<file path="config.mk">
export PLATFORM = sky130hd
export DESIGN_NAME = host_cfg_device_flat
export DESIGN_NICKNAME = d
export VERILOG_FILES = /design/src/cfg_regs_pkg.sv /design/src/cfg_link.sv /design/src/host_cfg_device.sv /design/src/flat_wrapper.sv
export SDC_FILE = /design/constraint.sdc
export NUM_CORES = 1
export LEC_CHECK = 0
export ABC_AREA = 1
export ABC_CLOCK_PERIOD_IN_PS = 3600
export BUFFER_PORTS_ARGS = -buffer_cell sky130_fd_sc_hd__buf_4
export CAP_MARGIN = 20
export CORE_UTILIZATION = 50
export DETAILED_ROUTE_END_ITERATION = 12
export PLACE_DENSITY = 0.73
export SYNTH_ARGS = -nofsm -noshare
export SYNTH_HDL_FRONTEND = slang
export SYNTH_SLANG_ARGS = --single-unit
export TNS_END_PERCENT = 20
</file>
<file path="constraint.sdc">
create_clock -name aclk -period 3.6 [get_ports aclk]
set_input_delay 0.54 -clock aclk [delete_from_list [all_inputs] [get_ports aclk]]
set_output_delay 0.54 -clock aclk [all_outputs]
set_load 0.05 [all_outputs]
</file>
<file path="src/cfg_regs_pkg.sv">
// Constants, field layout and state types for the host/two-wire config bank.
// Assumes one 25 MHz clock shared by the device end and the controller end.
package cfg_regs_pkg;
  localparam int unsigned CLK_HZ              = 25000000;
  localparam int unsigned ADDR_W              = 8;
  // Register offsets on the device link
  localparam logic [3:0]  OFS_HOST_SETUP      = 4'h5;
  localparam logic [3:0]  OFS_SLAVE_ADDR      = 4'h6;
  localparam logic [3:0]  OFS_TIMING          = 4'h7;
  // Field positions
  localparam int unsigned POS_IRQ_POL         = 14;
  localparam int unsigned POS_BUS_MUX         = 13;
  localparam int unsigned POS_BYTE_ORDER      = 12;
  localparam int unsigned POS_BUS_WIDTH       = 11;
  localparam int unsigned POS_HOST_CLASS      = 8;
  localparam int unsigned POS_FILTER_COUNT    = 8;
  localparam int unsigned POS_SLAVE_ADDR      = 0;
  localparam int unsigned POS_CLOCK_DELAY     = 0;
  // Writable bits; all others read zero
  localparam logic [15:0] HOST_SETUP_WMASK    = 16'h7F00;
  localparam logic [15:0] SLAVE_ADDR_WMASK    = 16'h007F;
  localparam logic [15:0] TIMING_WMASK        = 16'h07FF;
  // Values after reset
  localparam logic [6:0]  SLAVE_ADDR_RESET    = 7'h30;
  localparam logic [2:0]  FILTER_COUNT_RESET  = 3'h0;
  localparam logic [7:0]  CLOCK_DELAY_RESET   = 8'h00;
  // Both two-wire lines rest high, so their synchronisers start there
  localparam logic [1:0]  LINE_IDLE           = 2'b11;
  localparam int unsigned STRAP_SETTLE_CYCLES = 4;
  // Limits
  localparam logic [6:0]  SLAVE_ADDR_MIN      = 7'h30;
  localparam logic [6:0]  SLAVE_ADDR_MAX      = 7'h37;
  localparam logic [2:0]  NOISY_COUNT         = 3'h3;
  localparam int unsigned DIV_OFFSET          = 15;
  localparam int unsigned FAST_MAX_HZ         = 400000;
  localparam int unsigned MIN_DIV             = (CLK_HZ + FAST_MAX_HZ - 1) / FAST_MAX_HZ;
  // Controller bus map
  localparam logic [7:0]  ADDR_STATUS         = 8'h00;
  localparam logic [7:0]  ADDR_HOST_SETUP     = {2'b00, OFS_HOST_SETUP, 2'b00};
  localparam logic [7:0]  ADDR_SLAVE_ADDR     = {2'b00, OFS_SLAVE_ADDR, 2'b00};
  localparam logic [7:0]  ADDR_TIMING         = {2'b00, OFS_TIMING, 2'b00};
  localparam logic [1:0]  RESP_OKAY           = 2'b00;
  localparam logic [1:0]  RESP_SLVERR         = 2'b10;

  typedef enum logic [1:0] {LINK_IDLE, LINK_WRITE, LINK_READ} link_state_e;
endpackage : cfg_regs_pkg

</file>
<file path="src/cfg_link.sv">
// Register link between the configuration bank and its controller.
// Single-cycle wr/rd strobes; ack one cycle later with read data.
`timescale 1ns/100ps
`default_nettype none
interface cfg_link;
  logic [3:0]  addr;
  logic [15:0] wdata;
  logic        wr;
  logic        rd;
  logic [15:0] rdata;
  logic        ack;
  modport device (input addr, input wdata, input wr, input rd, output rdata, output ack);
  modport host   (output addr, output wdata, output wr, output rd, input rdata, input ack);
endinterface : cfg_link
`default_nettype wire

</file>
<file path="src/host_cfg_device.sv">
// Device end: host setup, slave address and two-wire timing registers,
// strap capture, interrupt polarity, slave address match, glitch filter
// and serial clock divider. Assumes strap and line pins are asynchronous.
`timescale 1ns/100ps
`default_nettype none
module host_cfg_device
  import cfg_regs_pkg::*;
(
  // Clock and reset
  input  wire logic       aclk,
  input  wire logic       aresetn,
  // Register link
  cfg_link.device         link,
  // Strap pins
  input  wire logic       strap_irq_pol,
  input  wire logic       strap_bus_mux,
  input  wire logic       byte_order_strap,
  input  wire logic       strap_bus_width,
  input  wire logic [2:0] strap_host_class,
  // Interrupt
  input  wire logic       irq_request,
  output logic            host_irq,
  // Two-wire lines and slave match
  input  wire logic       scl_pin,
  input  wire logic       sda_pin,
  input  wire logic       master_enable,
  input  wire logic       addr_valid,
  input  wire logic [6:0] addr_seen,
  output logic            scl_filtered,
  output logic            sda_filtered,
  output logic            scl_oe,
  output logic            scl_tick,
  output logic            addr_match,
  // Configuration outputs
  output logic            irq_polarity_sel,
  output logic            bus_multiplexed_sel,
  output logic            byte_order_sel,
  output logic            bus_width_sel,
  output logic [2:0]      host_class_sel,
  output logic [6:0]      own_slave_addr,
  output logic [2:0]      glitch_filter_count,
  output logic [7:0]      serial_clock_delay
);
  localparam int unsigned NPIN = 9;

  logic [NPIN-1:0] pin_raw;
  logic [NPIN-1:0] sync1;
  logic [NPIN-1:0] sync2;
  logic [NPIN-1:0] sync3;
  logic [NPIN-1:0] settled;
  logic [NPIN-1:0] agree;
  logic [2:0]      strap_wait;
  logic            strap_done;
  logic            strap_load;
  logic [15:0]     next_rdata;
  logic [9:0]      scl_period;
  logic [9:0]      scl_low_len;
  logic [9:0]      scl_cnt;
  logic            wr_host;
  logic            wr_slave;
  logic            wr_timing;

  assign pin_raw = {sda_pin, scl_pin, strap_host_class, strap_bus_width,
                    byte_order_strap, strap_bus_mux, strap_irq_pol};
  assign agree   = ~(sync2 ^ sync3);

  // Only stage two and three feed the settled value
  // Line bits reset high: a low reset level would fake an edge on release
  always_ff @(posedge aclk) begin
    if (!aresetn) begin
      sync1   <= {LINE_IDLE, 7'h00};
      sync2   <= {LINE_IDLE, 7'h00};
      sync3   <= {LINE_IDLE, 7'h00};
      settled <= {LINE_IDLE, 7'h00};
    end else begin
      sync1   <= pin_raw;
      sync2   <= sync1;
      sync3   <= sync2;
      settled <= (settled & ~agree) | (sync2 & agree);
    end
  end

  // Straps are caught after release, once the synchroniser has filled
  assign strap_load = !strap_done && (strap_wait == 3'(STRAP_SETTLE_CYCLES));

  always_ff @(posedge aclk) begin
    if (!aresetn) begin
      strap_wait <= 3'h0;
      strap_done <= 1'b0;
    end else if (strap_load) begin
      strap_done <= 1'b1;
    end else if (!strap_done) begin
      strap_wait <= strap_wait + 3'h1;
    end
  end

  assign wr_host   = link.wr && (link.addr == OFS_HOST_SETUP) && strap_done;
  assign wr_slave  = link.wr && (link.addr == OFS_SLAVE_ADDR);
  assign wr_timing = link.wr && (link.addr == OFS_TIMING);

  always_ff @(posedge aclk) begin
    if (!aresetn) begin
      irq_polarity_sel    <= 1'b0;
      bus_multiplexed_sel <= 1'b0;
      byte_order_sel      <= 1'b0;
      bus_width_sel       <= 1'b0;
      host_class_sel      <= 3'h0;
    end else if (strap_load) begin
      irq_polarity_sel    <= settled[0];
      bus_multiplexed_sel <= ~settled[1];
      byte_order_sel      <= settled[2];
      bus_width_sel       <= settled[3];
      host_class_sel      <= settled[6:4];
    end else if (wr_host) begin
      irq_polarity_sel    <= link.wdata[POS_IRQ_POL];
      bus_multiplexed_sel <= link.wdata[POS_BUS_MUX];
      byte_order_sel      <= link.wdata[POS_BYTE_ORDER];
      bus_width_sel       <= link.wdata[POS_BUS_WIDTH];
      host_class_sel      <= link.wdata[POS_HOST_CLASS +: 3];
    end
  end

  always_ff @(posedge aclk) begin
    if (!aresetn) begin
      own_slave_addr <= SLAVE_ADDR_RESET;
    end else if (wr_slave) begin
      own_slave_addr <= link.wdata[POS_SLAVE_ADDR +: 7];
    end
  end

  always_ff @(posedge aclk) begin
    if (!aresetn) begin
      glitch_filter_count <= FILTER_COUNT_RESET;
      serial_clock_delay  <= CLOCK_DELAY_RESET;
    end else if (wr_timing) begin
      glitch_filter_count <= link.wdata[POS_FILTER_COUNT +: 3];
      serial_clock_delay  <= link.wdata[POS_CLOCK_DELAY +: 8];
    end
  end

  // Reserved bits read as zero and are never stored
  always_comb begin
    next_rdata = 16'h0000;
    case (link.addr)
      OFS_HOST_SETUP: begin
        next_rdata[POS_IRQ_POL]        = irq_polarity_sel;
        next_rdata[POS_BUS_MUX]        = bus_multiplexed_sel;
        next_rdata[POS_BYTE_ORDER]     = byte_order_sel;
        next_rdata[POS_BUS_WIDTH]      = bus_width_sel;
        next_rdata[POS_HOST_CLASS +: 3] = host_class_sel;
      end
      OFS_SLAVE_ADDR: begin
        next_rdata[POS_SLAVE_ADDR +: 7] = own_slave_addr;
      end
      OFS_TIMING: begin
        next_rdata[POS_FILTER_COUNT +: 3] = glitch_filter_count;
        next_rdata[POS_CLOCK_DELAY +: 8]  = serial_clock_delay;
      end
      default: begin
        next_rdata = 16'h0000;
      end
    endcase
  end

  // Every strobe, mapped or not, is answered one cycle later
  always_ff @(posedge aclk) begin
    if (!aresetn) begin
      link.ack   <= 1'b0;
      link.rdata <= 16'h0000;
    end else begin
      link.ack <= link.wr || link.rd;
      if (link.rd) begin
        link.rdata <= next_rdata;
      end
    end
  end

  // Inactive level before straps load is high, matching low-active reset state
  always_ff @(posedge aclk) begin
    if (!aresetn) begin
      host_irq <= 1'b1;
    end else begin
      host_irq <= irq_polarity_sel ? irq_request : ~irq_request;
    end
  end

  always_ff @(posedge aclk) begin
    if (!aresetn) begin
      addr_match <= 1'b0;
    end else begin
      addr_match <= addr_valid && (addr_seen == own_slave_addr);
    end
  end

  // A line change is accepted only after count+1 stable cycles
  genvar gi;
  generate
    for (gi = 0; gi < 2; gi++) begin : g_filt
      logic [2:0] cnt;
      logic       level;
      always_ff @(posedge aclk) begin
        if (!aresetn) begin
          cnt   <= 3'h0;
          level <= 1'b1;
        end else if (settled[7 + gi] != level) begin
          if (cnt == glitch_filter_count) begin
            level <= settled[7 + gi];
            cnt   <= 3'h0;
          end else begin
            cnt <= cnt + 3'h1;
          end
        end else begin
          cnt <= 3'h0;
        end
      end
    end
  endgenerate

  assign scl_filtered = g_filt[0].level;
  assign sda_filtered = g_filt[1].level;

  // Odd periods give the extra cycle to the low phase
  assign scl_period  = 10'(({2'b00, serial_clock_delay} + {7'b0, glitch_filter_count}) << 1)
                       + 10'(DIV_OFFSET);
  assign scl_low_len = (scl_period + 10'h001) >> 1;

  always_ff @(posedge aclk) begin
    if (!aresetn || !master_enable) begin
      scl_cnt  <= 10'h000;
      scl_oe   <= 1'b0;
      scl_tick <= 1'b0;
    end else begin
      if (scl_cnt >= scl_period - 10'h001) begin
        scl_cnt <= 10'h000;
      end else begin
        scl_cnt <= scl_cnt + 10'h001;
      end
      scl_tick <= (scl_cnt == 10'h000);
      scl_oe   <= (scl_cnt < scl_low_len);
    end
  end
endmodule : host_cfg_device
`default_nettype wire

</file>
<file path="src/flat_wrapper.sv">
// flat-port wrapper written by rule: the top's interface ports become plain ports
module host_cfg_device_flat import cfg_regs_pkg::*;
  (aclk, aresetn, strap_irq_pol, strap_bus_mux, byte_order_strap, strap_bus_width, strap_host_class, irq_request, host_irq, scl_pin, sda_pin, master_enable, addr_valid, addr_seen, scl_filtered, sda_filtered, scl_oe, scl_tick, addr_match, irq_polarity_sel, bus_multiplexed_sel, byte_order_sel, bus_width_sel, host_class_sel, own_slave_addr, glitch_filter_count, serial_clock_delay, link_addr, link_wdata, link_wr, link_rd, link_rdata, link_ack);
  cfg_link link_i ();
  input  wire logic aclk;
  input  wire logic aresetn;
  input  wire logic strap_irq_pol;
  input  wire logic strap_bus_mux;
  input  wire logic byte_order_strap;
  input  wire logic strap_bus_width;
  input  wire logic [2:0] strap_host_class;
  input  wire logic irq_request;
  output logic host_irq;
  input  wire logic scl_pin;
  input  wire logic sda_pin;
  input  wire logic master_enable;
  input  wire logic addr_valid;
  input  wire logic [6:0] addr_seen;
  output logic scl_filtered;
  output logic sda_filtered;
  output logic scl_oe;
  output logic scl_tick;
  output logic addr_match;
  output logic irq_polarity_sel;
  output logic bus_multiplexed_sel;
  output logic byte_order_sel;
  output logic bus_width_sel;
  output logic [2:0] host_class_sel;
  output logic [6:0] own_slave_addr;
  output logic [2:0] glitch_filter_count;
  output logic [7:0] serial_clock_delay;
  input wire logic [$bits(link_i.addr)-1:0] link_addr;
  input wire logic [$bits(link_i.wdata)-1:0] link_wdata;
  input wire logic [$bits(link_i.wr)-1:0] link_wr;
  input wire logic [$bits(link_i.rd)-1:0] link_rd;
  output wire logic [$bits(link_i.rdata)-1:0] link_rdata;
  output wire logic [$bits(link_i.ack)-1:0] link_ack;
  assign link_i.addr = link_addr;
  assign link_i.wdata = link_wdata;
  assign link_i.wr = link_wr;
  assign link_i.rd = link_rd;
  assign link_rdata = link_i.rdata;
  assign link_ack = link_i.ack;
  host_cfg_device u_core (.aclk(aclk), .aresetn(aresetn), .link(link_i), .strap_irq_pol(strap_irq_pol), .strap_bus_mux(strap_bus_mux), .byte_order_strap(byte_order_strap), .strap_bus_width(strap_bus_width), .strap_host_class(strap_host_class), .irq_request(irq_request), .host_irq(host_irq), .scl_pin(scl_pin), .sda_pin(sda_pin), .master_enable(master_enable), .addr_valid(addr_valid), .addr_seen(addr_seen), .scl_filtered(scl_filtered), .sda_filtered(sda_filtered), .scl_oe(scl_oe), .scl_tick(scl_tick), .addr_match(addr_match), .irq_polarity_sel(irq_polarity_sel), .bus_multiplexed_sel(bus_multiplexed_sel), .byte_order_sel(byte_order_sel), .bus_width_sel(bus_width_sel), .host_class_sel(host_class_sel), .own_slave_addr(own_slave_addr), .glitch_filter_count(glitch_filter_count), .serial_clock_delay(serial_clock_delay));
endmodule
</file>
==> impl_metrics.yaml <==
sta:
  tightestPinTransition_ps: 637
  fmax_ghz: 0.307
  post-route-min-period_ps: 3250
  slew_viol_final: 0
  fin_skew_ps: 8.42
  setup_viol: 0
  hold_slack_ps: 339
  hold_viol: 0
  slew_headroom: 0.575
  rsz0062_at_grt: "false"
  fin_crit_sh: 0.904
  fin_setup_tns_ps: 0
power:
  ir_drop_v: 0.000322
  p_total_uw: 2310
  power.density_nw_per_um2: 394
  p_leak_uw: 0.00278
status:
  outcome: "completed"
place:
  gp_congestion: 0.826
  dpl.hpwl_mm: 7.90
  portBuffers: 88
setup_path:
  cpPeakStageDelay_ps: 440
  crit_family: "adder cells"
  cp.arrival_ps: 3570
  path_common_cell: "nand2_1"
  worstSetupPathType: "reg -> reg"
  critPathRequiredTime_ps: 3910
  cp_slowest_cell: "fa_1"
  path_cells: "ha_1, fa_1, nand3_1, nand2_1, nand2_1, nand2_2, inv_2, ha_1, nand2_2, nand3b_4, o21ai_1, nand2_1, nand3_1, nand2_1, ha_1, a21o_1, a211oi_1, nand3_1, nor2_1"
  cp_max_fo: 4
  path_depth: 19
  cp_num_buf_inv: 1
  cp-end-kind: "flop"
  rr_worst_depth: 19
  critPathLaunchType: "flop"
synth:
  synth_area_leaders: "dfxtp_1 (42%), inv_1 (7.2%), nand2_1 (7.2%), ha_1 (6.9%), o21ai_0 (4.9%)"
  async_flop_share: 0
  synth_compound_area_frac: 0.143
  synth_mux_area_frac: 0
  synth-simple-area-share: 0.230
  netlist.area_leader.share: 0.420
  synth_top_area_cell: "dfxtp_1"
  yosysUniqueCellTypes: 44
  syn_inst: 631
  ys_seq_area_frac: 0.420
  synthFlopType: "dfxtp_1"
  synth-seq-cells: 103
  synth_top_family_by_area: "simple AND/OR/NAND/NOR gates"
  synth-edff-count: 0
  synth_xor_area_frac: 0.0375
  synth_fa_ha_area_frac: 0.0749
  syn_area_um2: 4910
  synth_warnings: 0
  syn_nets: 702
  postSynthAreaPerCell_um2: 7.78
route:
  vias_per_cell: 4.97
  dr.pass1.iters: 4
  vias: 4223
  detail-route-antenna-nets: 0
  wl_per_cell_um: 12.3
  first_iter_violations: 153
  drc: 0
  drt_wl_total_mm: 10.4
run:
  cap_violations: 0
global_routing:
  grt_antenna_before_repair: 0
  track_usage: 0.223
  grt_pass1_wl_mm: 17.9
  grt_max_degree: 72
  use_met2: 0.376
  overflow: 0
  grt_pass1_vias: 4000
  use_met1: 0.275
  grt-busiest-layer: "met2"
  grt_use_met3: 0.0541
floorplan:
  die_area_um2: 10200
  io_pins: 91
  rows: 35
  die_w_um: 101
  core_area_um2: 9370
  die_y_um: 101
  initial_utilization: 0.524
final_layout:
  n_antenna_cell: 0
  area_delta_synth_final_pct: 19.6
  fin_util: 0.626
  design.final.nets: 787
  final_common_cell: "dfxtp_1"
  drive_gt1_frac: 0.222
  mostFrequentLayoutCells: "dfxtp_1 (103), inv_1 (94), nand2_1 (94)"
worst_hold_path:
  hold_path_class: "in -> reg"
  hold_depth: 3
clock_network:
  post_cts_resized: 0
  cts_buffers: 9
  clockBufferDepth: 2
  cts_root_buf: "clkbuf_8"
  cts_tree: "built"
  htree_levels: 3
  holdBufCountCts: 0
  insertion_delay_ps: 370
  cts_sinks: 103
  clk_transition_reported_paths_ps: 100
  cts_setup_buffers: 0
## cell families after synthesis
kind of cell / after synthesis
AND/OR/NAND/NOR: 232
AO/OA/AOI/OAI: 125
buffers and inverters: 120
flip-flops: 103
adder cells (fa/ha/maj): 29
XOR/XNOR: 21
other: 1
## sequential cells by signal, summed over array words and instances, names as in the netlist, 3 cells and up, named ones only
name / count
u_core.sync3: 9
u_core.glitch_filter_count: 3
u_core.g_filt.cnt: 6
u_core.scl_cnt: 10
u_core.serial_clock_delay: 8
u_core.own_slave_addr: 7
u_core.host_class_sel: 3
u_core.sync2: 9
u_core.sync1: 9
u_core.strap_wait: 3
u_core.link.rdata: 15
## worst paths after layout
kind	from	endpoint	slack [ps]
worst min-delay path	strap_host_class[0]	u_core.sync1[4]	340
worst min register to register	u_core.sync1[2]	u_core.sync2[2]	420
worst max register to register	u_core.serial_clock_delay[0]	u_core.scl_oe	350
worst max-delay path	u_core.serial_clock_delay[0]	u_core.scl_oe	350
## routing by layer
layer  wire [um]  share of wire
met4         177          0.017
met1        4700           0.45
met2        4960           0.48
met5           0              0
met3         573          0.055
## where the power goes
part	switching, uW	total [uW]	internal (uW)
combinational	235	360	125
sequential	35.8	1230	1190
clock	402	724	323
## tightest hold or removal path: cells and delay by family
family	cells	cell delay [ps]
buffers and inverters	2	110
AND/OR/NAND/NOR	1	40
## Yosys cell counts, types with 10 or more instances
cell and count:
a21oi_1 42, clkbuf_1 10, dfxtp_1 103, ha_1 27
inv_1 94, nand2_1 94, nand2_2 10, nand3_1 33
nor2_1 47, nor2_2 14, o21ai_0 48, xnor2_1 12
## cell type report
class | count | area [um2]
fill | 856 | 3500
timing repair buffer | 91 | 683
inverter | 103 | 387
tap | 129 | 161
clock inverter | 6 | 67.6
sequential | 103 | 2060
clock buffer | 9 | 124
multi-input combinational | 408 | 2390
## per-stage QoR
stage	cell area (um2)	std cells	setup WS [ps]
6_report	5870	849	345
5_1_grt	5870	849	9.43
4_1_cts	5870	849	343
3_5_place_dp	5680	834	369
3_3_place_gp	5680	834	476
2_1_floorplan	4910	631	302
(Power assumes the default switching activity.)
